## src/sccsp_pkg.sv

```systemverilog
// Package of offsets, field positions and timing for the serial card control/status port
package sccsp_pkg;
    // Host address decode
    localparam int ADDR_W = 10;
    localparam logic [2:0] OFF_CTRL = 3'h4;
    localparam logic [2:0] OFF_TC_CLR = 3'h5;
    localparam logic [2:0] OFF_CTRL_LAST = 3'h3;
    // Control port fields
    localparam int CB_DTR_A = 0;
    localparam int CB_DTR_B = 1;
    localparam int CB_LL_A = 2;
    localparam int CB_RL_A = 3;
    localparam int CB_LL_B = 4;
    localparam int CB_RL_B = 5;
    localparam int CB_DMA_B = 6;
    localparam int CB_DMA_A = 7;
    localparam logic [7:0] CTRL_RESET = 8'h00;
    // Status port fields
    localparam int SB_DSR_A = 0;
    localparam int SB_DSR_B = 1;
    localparam int SB_TM_A = 2;
    localparam int SB_SC_IRQ = 3;
    localparam int SB_TM_B = 4;
    localparam int SB_TC = 5;
    localparam int SB_DMA_B = 6;
    localparam int SB_DMA_A = 7;
    // DMA enable option codes per channel
    typedef enum logic [1:0] {
        SCCSP_DMA_SOFT = 2'b00,
        SCCSP_DMA_ALWAYS = 2'b01,
        SCCSP_DMA_NEVER = 2'b10
    } sccsp_dma_opt_t;
    // Serial controller reference clock
    localparam int SYS_CLK_HZ = 125000000;
    localparam int REF_CLK_HZ = 7372800;
    localparam int NCO_W = 32;
    localparam logic [NCO_W-1:0] NCO_STEP =
        NCO_W'((64'(REF_CLK_HZ) << NCO_W) / 64'(SYS_CLK_HZ));
endpackage

```

## src/sccsp_sync.sv

```systemverilog
// Two flip-flop synchroniser for a group of pin inputs
`timescale 1ns/1ps
module sccsp_sync #(
    parameter int W = 1,
    parameter logic [W-1:0] INIT = '0
) (
    input wire logic sys_clk_in,
    input wire logic rst_b_in,
    input wire logic ce_in,
    input wire logic [W-1:0] d_in,
    output logic [W-1:0] q_out
);
    logic [W-1:0] stage1;

    // First stage feeds only the second
    always_ff @(posedge sys_clk_in) begin
        if (!rst_b_in) begin
            stage1 <= INIT;
            q_out <= INIT;
        end else if (ce_in) begin
            stage1 <= d_in;
            q_out <= stage1;
        end
    end
endmodule

```

## src/sccsp_top.sv

```systemverilog
// Control/status port, terminal-count latch and reference clock of the serial adapter
`timescale 1ns/1ps
module sccsp_top #(
    parameter logic [9:0] BASE_ADDR = 10'h300
) (
    input wire logic sys_clk_in,
    input wire logic rst_b_in,
    input wire logic ce_in,
    // Host I/O bus, already on sys_clk
    input wire logic [15:0] host_addr_in,
    input wire logic [7:0] host_wdata_in,
    input wire logic host_wr_in,
    input wire logic host_rd_in,
    output logic [7:0] host_rdata_out,
    output logic host_rdata_en_out,
    output logic serial_controller_sel_out,
    // Pins from the line and controller
    input wire logic dsr_a_b_in,
    input wire logic dsr_b_b_in,
    input wire logic tm_a_b_in,
    input wire logic tm_b_b_in,
    input wire logic serial_controller_irq_b_in,
    input wire logic tc_in,
    input wire logic dack_a_b_in,
    input wire logic dack_b_b_in,
    // Jumper straps
    input wire logic irq_mode_option_tc_in,
    input wire logic [1:0] dma_enable_option_a_in,
    input wire logic [1:0] dma_enable_option_b_in,
    // Outputs
    output logic dtr_a_out,
    output logic dtr_b_out,
    output logic ll_a_out,
    output logic ll_b_out,
    output logic rl_a_out,
    output logic rl_b_out,
    output logic dma_drv_en_a_out,
    output logic dma_drv_en_b_out,
    output logic tc_irq_out,
    output logic serial_controller_clk_out
);
    ////////////////////////////////////////////////////////////////////////
    // Pin synchronisers
    logic [6:0] pins_raw;
    logic [6:0] pins;
    logic [4:0] straps_raw;
    logic [4:0] straps;
    logic dsr_a_s;
    // Raw groups in the bit order of their synchronised copies
    assign pins_raw = {tc_in, dack_b_b_in, dack_a_b_in, serial_controller_irq_b_in, tm_b_b_in, tm_a_b_in, dsr_b_b_in};
    assign straps_raw = {irq_mode_option_tc_in, dma_enable_option_b_in, dma_enable_option_a_in};
    // Pins reset to their idle level, so no false terminal count follows reset
    sccsp_sync #(.W(7), .INIT(7'h3f)) u_sync_pins (
        .sys_clk_in(sys_clk_in),
        .rst_b_in(rst_b_in),
        .ce_in(ce_in),
        .d_in(pins_raw),
        .q_out(pins)
    );
    // Straps read as never until synchronised, so no driver enables during reset
    sccsp_sync #(.W(5), .INIT(5'h0a)) u_sync_straps (
        .sys_clk_in(sys_clk_in),
        .rst_b_in(rst_b_in),
        .ce_in(ce_in),
        .d_in(straps_raw),
        .q_out(straps)
    );
    // Channel A DSR on its own pair, idle high like the pin
    sccsp_sync #(.W(1), .INIT(1'b1)) u_sync_dsr_a (
        .sys_clk_in(sys_clk_in),
        .rst_b_in(rst_b_in),
        .ce_in(ce_in),
        .d_in(dsr_a_b_in),
        .q_out(dsr_a_s)
    );
    // Strap fields
    wire tc_opt = straps[4];
    wire [1:0] opt_b = straps[3:2];
    wire [1:0] opt_a = straps[1:0];

    ////////////////////////////////////////////////////////////////////////
    // Address decode on low ten lines only
    // Upper lines are ignored, so the card aliases every 1 KiB of I/O space
    // Offsets six and seven decode to nothing and are silently ignored
    wire [9:0] addr_lo = host_addr_in[9:0];
    wire in_window = (addr_lo[9:3] == BASE_ADDR[9:3]);
    wire [2:0] off = addr_lo[2:0];
    wire sel_ctrl = in_window && (off == sccsp_pkg::OFF_CTRL);
    wire sel_tc_clr = in_window && (off == sccsp_pkg::OFF_TC_CLR);
    assign serial_controller_sel_out = in_window && (off <= sccsp_pkg::OFF_CTRL_LAST);
    // Strobes gated by the clock enable, so a frozen block ignores the host
    wire ctrl_wr = ce_in && host_wr_in && sel_ctrl;
    wire tc_clr = ce_in && host_wr_in && sel_tc_clr;

    ////////////////////////////////////////////////////////////////////////
    // Control register
    // Whole byte taken on every write; no read-back exists, so software keeps a copy
    logic [7:0] ctrl;
    wire [7:0] next_ctrl = ctrl_wr ? host_wdata_in : ctrl;
    always_ff @(posedge sys_clk_in) begin
        if (!rst_b_in) begin
            ctrl <= sccsp_pkg::CTRL_RESET;
        end else begin
            ctrl <= next_ctrl;
        end
    end
    // Modem and loopback levels straight from the register
    assign dtr_a_out = ctrl[sccsp_pkg::CB_DTR_A];
    assign dtr_b_out = ctrl[sccsp_pkg::CB_DTR_B];
    assign ll_a_out = ctrl[sccsp_pkg::CB_LL_A];
    assign ll_b_out = ctrl[sccsp_pkg::CB_LL_B];
    assign rl_a_out = ctrl[sccsp_pkg::CB_RL_A];
    assign rl_b_out = ctrl[sccsp_pkg::CB_RL_B];

    ////////////////////////////////////////////////////////////////////////
    // DMA driver enables per strap option
    // The spare option code counts as never, so a bad strap cannot enable DMA
    wire soft_a = (opt_a == sccsp_pkg::SCCSP_DMA_SOFT);
    wire fixed_on_a = (opt_a == sccsp_pkg::SCCSP_DMA_ALWAYS);
    wire soft_b = (opt_b == sccsp_pkg::SCCSP_DMA_SOFT);
    wire fixed_on_b = (opt_b == sccsp_pkg::SCCSP_DMA_ALWAYS);
    // Software enable bits matter only in the software option
    wire en_a = fixed_on_a || (soft_a && ctrl[sccsp_pkg::CB_DMA_A]);
    wire en_b = fixed_on_b || (soft_b && ctrl[sccsp_pkg::CB_DMA_B]);
    assign dma_drv_en_a_out = en_a;
    assign dma_drv_en_b_out = en_b;

    ////////////////////////////////////////////////////////////////////////
    // Terminal-count latch; set wins over a simultaneous clear
    // The count belongs to whichever channel has its acknowledge low in that cycle
    wire tc_s = pins[6];
    wire dack_a_on = !pins[4];
    wire dack_b_on = !pins[5];
    wire tc_hit = tc_opt && tc_s && ((en_a && dack_a_on) || (en_b && dack_b_on));
    logic tc_latch;
    logic next_tc_latch;
    // Next latch value; a lost count would hang the driver, so set has priority
    always_comb begin
        next_tc_latch = tc_latch;
        if (tc_hit) begin
            next_tc_latch = 1'b1;
        end else if (tc_clr) begin
            next_tc_latch = 1'b0;
        end
    end
    always_ff @(posedge sys_clk_in) begin
        if (!rst_b_in) begin
            tc_latch <= 1'b0;
        end else if (ce_in) begin
            tc_latch <= next_tc_latch;
        end
    end
    assign tc_irq_out = tc_latch;

    ////////////////////////////////////////////////////////////////////////
    // Status read, registered
    wire [7:0] status;
    // Line inputs pass through at their pin level, active low
    assign status[sccsp_pkg::SB_DSR_A] = dsr_a_s;
    assign status[sccsp_pkg::SB_DSR_B] = pins[0];
    assign status[sccsp_pkg::SB_TM_A] = pins[1];
    assign status[sccsp_pkg::SB_TM_B] = pins[2];
    assign status[sccsp_pkg::SB_SC_IRQ] = pins[3];
    // Latch and enables inverted so that zero means on
    assign status[sccsp_pkg::SB_TC] = ~tc_latch;
    assign status[sccsp_pkg::SB_DMA_B] = ~en_b;
    assign status[sccsp_pkg::SB_DMA_A] = ~en_a;
    // Only a read of offset four answers; other reads see zero data
    wire status_rd = host_rd_in && sel_ctrl;
    wire [7:0] next_rdata = status_rd ? status : 8'h00;
    // Data and strobe registered together so they stand in the same cycle
    always_ff @(posedge sys_clk_in) begin
        if (!rst_b_in) begin
            host_rdata_out <= 8'h00;
            host_rdata_en_out <= 1'b0;
        end else if (ce_in) begin
            host_rdata_en_out <= status_rd;
            host_rdata_out <= next_rdata;
        end
    end

    ////////////////////////////////////////////////////////////////////////
    // Reference clock by phase accumulator; jitter of one sys_clk period traded for no PLL
    // Average frequency exact to the step's resolution; edges land on sys_clk edges only
    // Restarts from zero at reset, so the first edge after reset is known
    logic [sccsp_pkg::NCO_W-1:0] phase;
    wire [sccsp_pkg::NCO_W-1:0] next_phase = phase + sccsp_pkg::NCO_STEP;
    always_ff @(posedge sys_clk_in) begin
        if (!rst_b_in) begin
            phase <= '0;
        end else if (ce_in) begin
            phase <= next_phase;
        end
    end
    assign serial_controller_clk_out = phase[sccsp_pkg::NCO_W-1];
endmodule

```

## config.mk

```make
export PLATFORM = sky130hd
export DESIGN_NAME = sccsp_top
export DESIGN_NICKNAME = d
export VERILOG_FILES = /design/src/sccsp_pkg.sv /design/src/sccsp_sync.sv /design/src/sccsp_top.sv
export SDC_FILE = /design/constraint.sdc
export NUM_CORES = 1
export LEC_CHECK = 0
export BUFFER_PORTS_ARGS = -buffer_cell sky130_fd_sc_hd__buf_4
export CAP_MARGIN = 15
export CORE_UTILIZATION = 41
export CTS_CLUSTER_SIZE = 20
export DETAILED_ROUTE_END_ITERATION = 16
export HOLD_SLACK_MARGIN = 0.06
export PLACE_DENSITY_LB_ADDON = 0.2
export SLEW_MARGIN = 0
export SYNTH_ARGS = -nofsm -noshare
export SYNTH_HDL_FRONTEND = slang
export SYNTH_SLANG_ARGS = --single-unit
```

## constraint.sdc

```tcl
create_clock -name sys_clk_in -period 2.4 [get_ports sys_clk_in]
set_clock_uncertainty 0.15 [all_clocks]
set_input_delay 0.12 -clock sys_clk_in [delete_from_list [all_inputs] [get_ports sys_clk_in]]
set_output_delay 0.12 -clock sys_clk_in [all_outputs]
set_load 0.05 [all_outputs]
```

==> metrics, run 1 <==
unrepaired setup endpoints after global routing=no; Critical Path Sink=u_sync_pins.stage1[2]; EDFF count, synth=0; Slew @ Worst Pin=0.582 ns; Worst-Skew Late Latency=0.35 ns; Finish-stage setup viols=0; first-pass GRT wire length=12600 µm; row count=32; root buffer cell=clkbuf_8; Synth Area in XOR/XNOR=0.0401; iteration-0 DRC count of the detailed router=163; full die area=8360 µm²; Die W=91.4 µm; Peak VDD IR=0.000423 V; Achievable Freq=0.443 GHz; initial core utilization=0.424; RePlAce Congestion=0.793; Crit Path Class=input port to flip-flop; CTS tree=yes; postcts setup bufs=0; share of layout cells above drive strength 1=0.198; Crit. Startpoint=ce_in; initial antenna violation count=0; Synth Cell Area=3280 µm²; H-tree depth=3; Area growth syn-to-layout=35.3%; Power Dens Cells=696 nW/µm²; Seq/Total Area, Yosys=0.464; Synth Warn #=0; post-DP HPWL=4590 µm; flops & latches, synth=76; antenna-violating nets left=0; Hold Crit Class=input port to flip-flop; DR pass1 iterations=4; I/O pin count=62; status=finished, final reports clean; Max Root-Sink Buffers=2; largest net degree at the start of global routing=41; IO buf count=55; mux cell area share after synthesis=0.122; reg-to-reg critical path endpoint=phase[24]; final slew viol count=0; final period utilization=0.941; via density per instance=5.08; clk sinks=76; Die Y=91.4 µm; GRT Overall Usage=0.187; FFs w/ async S/R, synth=0; Reg2Reg Setup Slack=0.28 ns; Rel. slew slack=0.608; CP Launch Type=input port; Filler Cell Count=698; Critical Path End Type=flip-flop; # nets final=502; Detailed Route WL=7330 µm; total core area=7730 µm²; syn_nets=407; Critical Path RT=2.50 ns; minimum clock period=2.26 ns; largest family of logic cells by synthesized area=simple AND/OR/NAND/NOR gates; Synth Instances=364; Yosys cell types=49; via count=2875; main flop type after synthesis=dfxtp_1; total CTS buffers=9; r2r worst-path depth=8; diode count=0; Avg Inst Size Synth=9.01 µm²; Pleak=1.82 nW; GRT overflow=0; Worst-path clk slew=0.08 ns; reg-to-reg critical path startpoint=phase[0]; MaxCap Viol Count=0; Synth Area in Compound Gates=0.130; final hold vios=0; Arr. time, crit path=2.36 ns; vias in the first global route=2743; DRC viols=0; wire per inst=12.9 µm; crit-path max FO=25; setup TNS=0 ns; Post-Synth Adder-Cell Area=0.00382; total design power=3.09 mW; simple-gate area share of the yosys netlist=0.210
[cells in the mapped netlist, types with 3 or more instances]
cell type   n  area (µm²)
a22oi_1     7        52.6
nand3_1     9        45.0
buf_1       4        15.0
mux2i_1    40         400
a211oi_1    6        45.0
nor2_1     53         199
xor2_1      6        52.6
or2_2       3        18.8
nand2_1    35         131
o31ai_1     3        22.5
nand4_1     6        37.5
o21ai_0    13        65.1
nor3_1      3        15.0
dfxtp_1    76        1520
xnor2_1     9        78.8
a21o_1      3        22.5
nand2b_1    9        56.3
clkbuf_1   12        45.0
inv_1       7        26.3
a21oi_1    18        90.1
or3_1       4        25.0
[layer usage]
| metal | wire length, µm | track usage |
|---|---|---|
| met1 | 3340 | 0.226 |
| met2 | 3650 | 0.326 |
| met3 | 277 | 0.0528 |
| met4 | 55 | 0.0437 |
| met5 | 0 | 0 |
[worst min path at each step]
stage | from | to | cells after the start
2_1_floorplan | dsr_a_b_in | u_sync_dsr_a.stage1 | 2
3_3_place_gp | dma_enable_option_b_in[1] | u_sync_straps.stage1[3] | 3
3_5_place_dp | dma_enable_option_a_in[1] | u_sync_straps.stage1[1] | 3
4_1_cts | host_addr_in[0] | host_rdata_out[5] | 5
5_1_grt | host_addr_in[0] | host_rdata_out[5] | 5
6_report | host_addr_in[0] | host_rdata_out[5] | 5
[critical path, stage by stage]
cell	delay [ns]
dlygate4sd3_1	0.52
buf_4	0.31
mux2i_1	0.23
dlygate4sd3_1	0.56
nand2_1	0.05
dlygate4sd3_1	0.56
[through the flow]
step / utilization / hold slack, ns / setup slack (ns) / instance area, µm² / instances
after floorplan: - / 0.0984 / 0.406 / 3280 / 364
after global placement: 0.494 / 0.183 / 0.290 / 3820 / 512
after detailed placement: 0.494 / 0.188 / 0.248 / 3820 / 512
after CTS: 0.573 / 0.0843 / 0.183 / 4430 / 566
after global routing: 0.574 / 0.0980 / 0.0627 / 4440 / 566
final: 0.574 / 0.0986 / 0.142 / 4440 / 566
[registers in the layout (all words and copies together) (netlist names)]
register / count
u_sync_straps.q_out: 5
ctrl: 8
u_sync_pins.stage1: 7
u_sync_dsr_a.q_out: 1
host_rdata_en_out: 1
u_sync_straps.stage1: 5
u_sync_pins.q_out: 7
host_rdata_out: 8
phase: 32
tc_irq_out: 1
u_sync_dsr_a.stage1: 1
[report_power, final]
| part | internal (mW) | switching, mW |
|---|---|---|
| clock network | 0.646 | 0.486 |
| logic | 0.269 | 0.241 |
| registers | 1.35 | 0.0924 |
| total | 2.27 | 0.819 |
[cell families after synthesis]
family,count (synthesis)
flops,76
buf+inv,26
fa+ha+maj,1
simple gates,141
mux,40
compound gates,65
xor+xnor,15
[timing repair]
| item | CTS | global route |
|---|---|---|
| hold endpoints to repair | 38 | 0 |
| hold buffers | 38 | 0 |
| endpoints found under the setup margin | 0 | 1 |
| resized for setup | 0 | 1 |
[layout make-up]
| class | instances | area, µm² | area share |
|---|---|---|---|
| Multi-Input combinational cell | 262 | 1660 | 0.375 |
| Sequential cell | 76 | 1520 | 0.343 |
| Timing Repair Buffer | 102 | 861 | 0.194 |
| Clock buffer | 11 | 151 | 0.0341 |
| Tap cell | 102 | 128 | 0.0288 |
| Clock inverter | 5 | 82.6 | 0.0186 |
| Inverter | 8 | 30.0 | 0.00677 |
[layout by cell type, fill, tap and decap left out, types with 2 or more instances in the layout]
cell,n
dfxtp_1,76
buf_4,64
nor2_1,53
mux2i_1,40
dlygate4sd3_1,38
nand2_1,35
a21oi_1,18
o21ai_0,13
clkbuf_8,11
nand2b_1,9
nand3_1,9
xnor2_1,9
inv_1,7
a22oi_1,7
nand4_1,6
a211oi_1,6
xor2_1,6
or3_1,4
or2_2,3
nor3_1,3
o31ai_1,3
a21o_1,3
nor2b_1,2
nor3b_1,2
and4_1,2
or3_4,2
o211ai_1,2
o311ai_0,2
a311o_1,2
o21a_1,2
and3_1,2
bufinv_16,2
Note: power is estimated with default switching activity, not from simulation.
==> run 2: changes to the inputs <==
CAP_MARGIN = 20   (was 15)
clock period = 1.94 ns   (was 2.4 ns; I/O delays follow)
==> run 2 against run 1 <==
Against the previous run: the run now ends with setup timing left; global-route usage increased by 1.3 points; via count up 2.6%; die area unchanged; clock power grew 29%; sequential cell count unchanged; first-iteration DRC count fell by 47%; critical endpoint is now phase[25].
==> metrics, run 2 (synthesized netlist as in run 1, its figures left out) <==
share of layout cells above drive strength 1=0.293; post-DP HPWL=5100 µm; final hold vios=0; largest net degree at the start of global routing=39; Int Power=3.01 mW; Worst-Skew Late Latency=0.35 ns; Filler Cell Count=670; hold endpoint=host_rdata_out[5]; diode count=0; Slew @ Worst Pin=0.481 ns; wire per inst=13.3 µm; Reg with most FFs=phase; Critical Path RT=2.08 ns; commonest non-fill, non-tap cells in the layout=buf_4, dfxtp_1, nor2_1; sw frac=0.266; worst setup margin=-0.0296 ns; total core area=7730 µm²; root buffer cell=clkbuf_8; Die Y=91.4 µm; IO buf count=55; GRT overflow=0; Detailed Route WL=7770 µm; Peak VDD IR=0.000449 V; first-pass GRT wire length=13400 µm; Power Dens Cells=879 nW/µm²; Area growth syn-to-layout=42.1%; Crit Path Class=flip-flop to flip-flop; Rel. slew slack=0.680; Comb power frac=0.210; DR pass1 iterations=4; full die area=8360 µm²; failing checks=setup timing; initial antenna violation count=0; MaxCap Viol Count=0; total design power=4.10 mW; Max Root-Sink Buffers=2; minimum clock period=1.97 ns; I/O pin count=62; via density per instance=5.04; H-tree depth=3; # nets final=522; antenna-violating nets left=0; Reg2Reg Setup Slack=-0.03 ns; vias in the first global route=2888; multi-input logic area=1750 µm²; Util after Layout=0.603; Hold Crit Class=input port to flip-flop; GRT Overall Usage=0.200; setup TNS=-0.0531 ns; RePlAce Congestion=0.790; Achievable Freq=0.508 GHz; CP Launch Type=flip-flop; reg-to-reg critical path startpoint=phase[11]; unrepaired setup endpoints after global routing=yes; r2r worst-path depth=5; final slew viol count=0; reg-to-reg critical path endpoint=phase[25]; final hold slack=0.0828 ns; Sequential Power Share=0.434; initial core utilization=0.424; Arr. time, crit path=2.11 ns; final period utilization=1.02; Clock power frac=0.356; Reg area=1530 µm²; CTS tree=yes; status=finished with violations; total CTS buffers=9; Psw=1.09 mW; Hold Crit Start=host_addr_in[0]; Pleak=1.96 nW; iteration-0 DRC count of the detailed router=86; commonest non-fill, non-tap cell in the layout=buf_4; Die W=91.4 µm; clk sinks=76; number of flip-flops in the largest register=32; largest registers=phase: 32 flops, ctrl: 8 flops, host_rdata_out: 8 flops; via count=2951; Critical Path End Type=flip-flop; Worst-path clk slew=0.08 ns; DRC viols=0; hold depth=5; Finish-stage setup viols=2; row count=32; crit-path max FO=3
[run 2: stage by stage]
| step | cells | area (µm²) | worst slack, ns |
|---|---|---|---|
| after global placement | 536 | 4000 | -0.0439 |
| final | 586 | 4660 | -0.0296 |
| after global routing | 586 | 4660 | -0.0679 |
| after CTS | 582 | 4560 | -0.0605 |
| after detailed placement | 536 | 4000 | -0.148 |
| after floorplan | 364 | 3280 | -0.0208 |
[run 2: routing by layer]
| layer | GRT usage | wire (µm) |
|---|---|---|
| met5 | 0 | 0 |
| met2 | 0.345 | 3810 |
| met3 | 0.0410 | 203 |
| met4 | 0.0860 | 123 |
| met1 | 0.239 | 3630 |
[run 2: how the worst max path moves through the flow]
stage / startpoint / endpoint / slack, ns
2_1_floorplan: phase[0] / phase[13] / -0.02
3_3_place_gp: phase[0] / phase[30] / -0.04
3_5_place_dp: phase[0] / phase[28] / -0.15
4_1_cts: phase[11] / phase[25] / -0.06
5_1_grt: phase[11] / phase[27] / -0.07
6_report: phase[11] / phase[25] / -0.03
[run 2: layout make-up]
cell class,count,area share
clock buffer,10,0.0274
clock inverter,6,0.0242
inverter,8,0.00644
multi-input combinational,262,0.376
sequential,76,0.328
tap,102,0.0274
timing repair buffer,122,0.210
[run 2: repair_timing]
item                                    CTS  global route
gates resized for setup                  13            19
pin swaps                                 9            11
setup buffers                             5             4
endpoints found under the setup margin   12            15
hold buffers                             25             0
hold endpoints to repair                 27             0
[run 2: worst max-delay path: stages, from the launching register on]
cell and delay (ns):
dfxtp_2 0.33, or3_4 0.38, or3_4 0.34, o31a_1 0.28, or3_1 0.31, a21oi_1 0.12
[run 2: power by group through the flow]
stage	registers (mW)	logic, mW	clock network, mW
global route	1.80	0.937	1.56
CTS	1.77	0.774	1.49
global placement	1.80	0.653	0
floorplan	1.79	0.410	0
finish	1.78	0.862	1.46
detailed placement	1.80	0.666	0
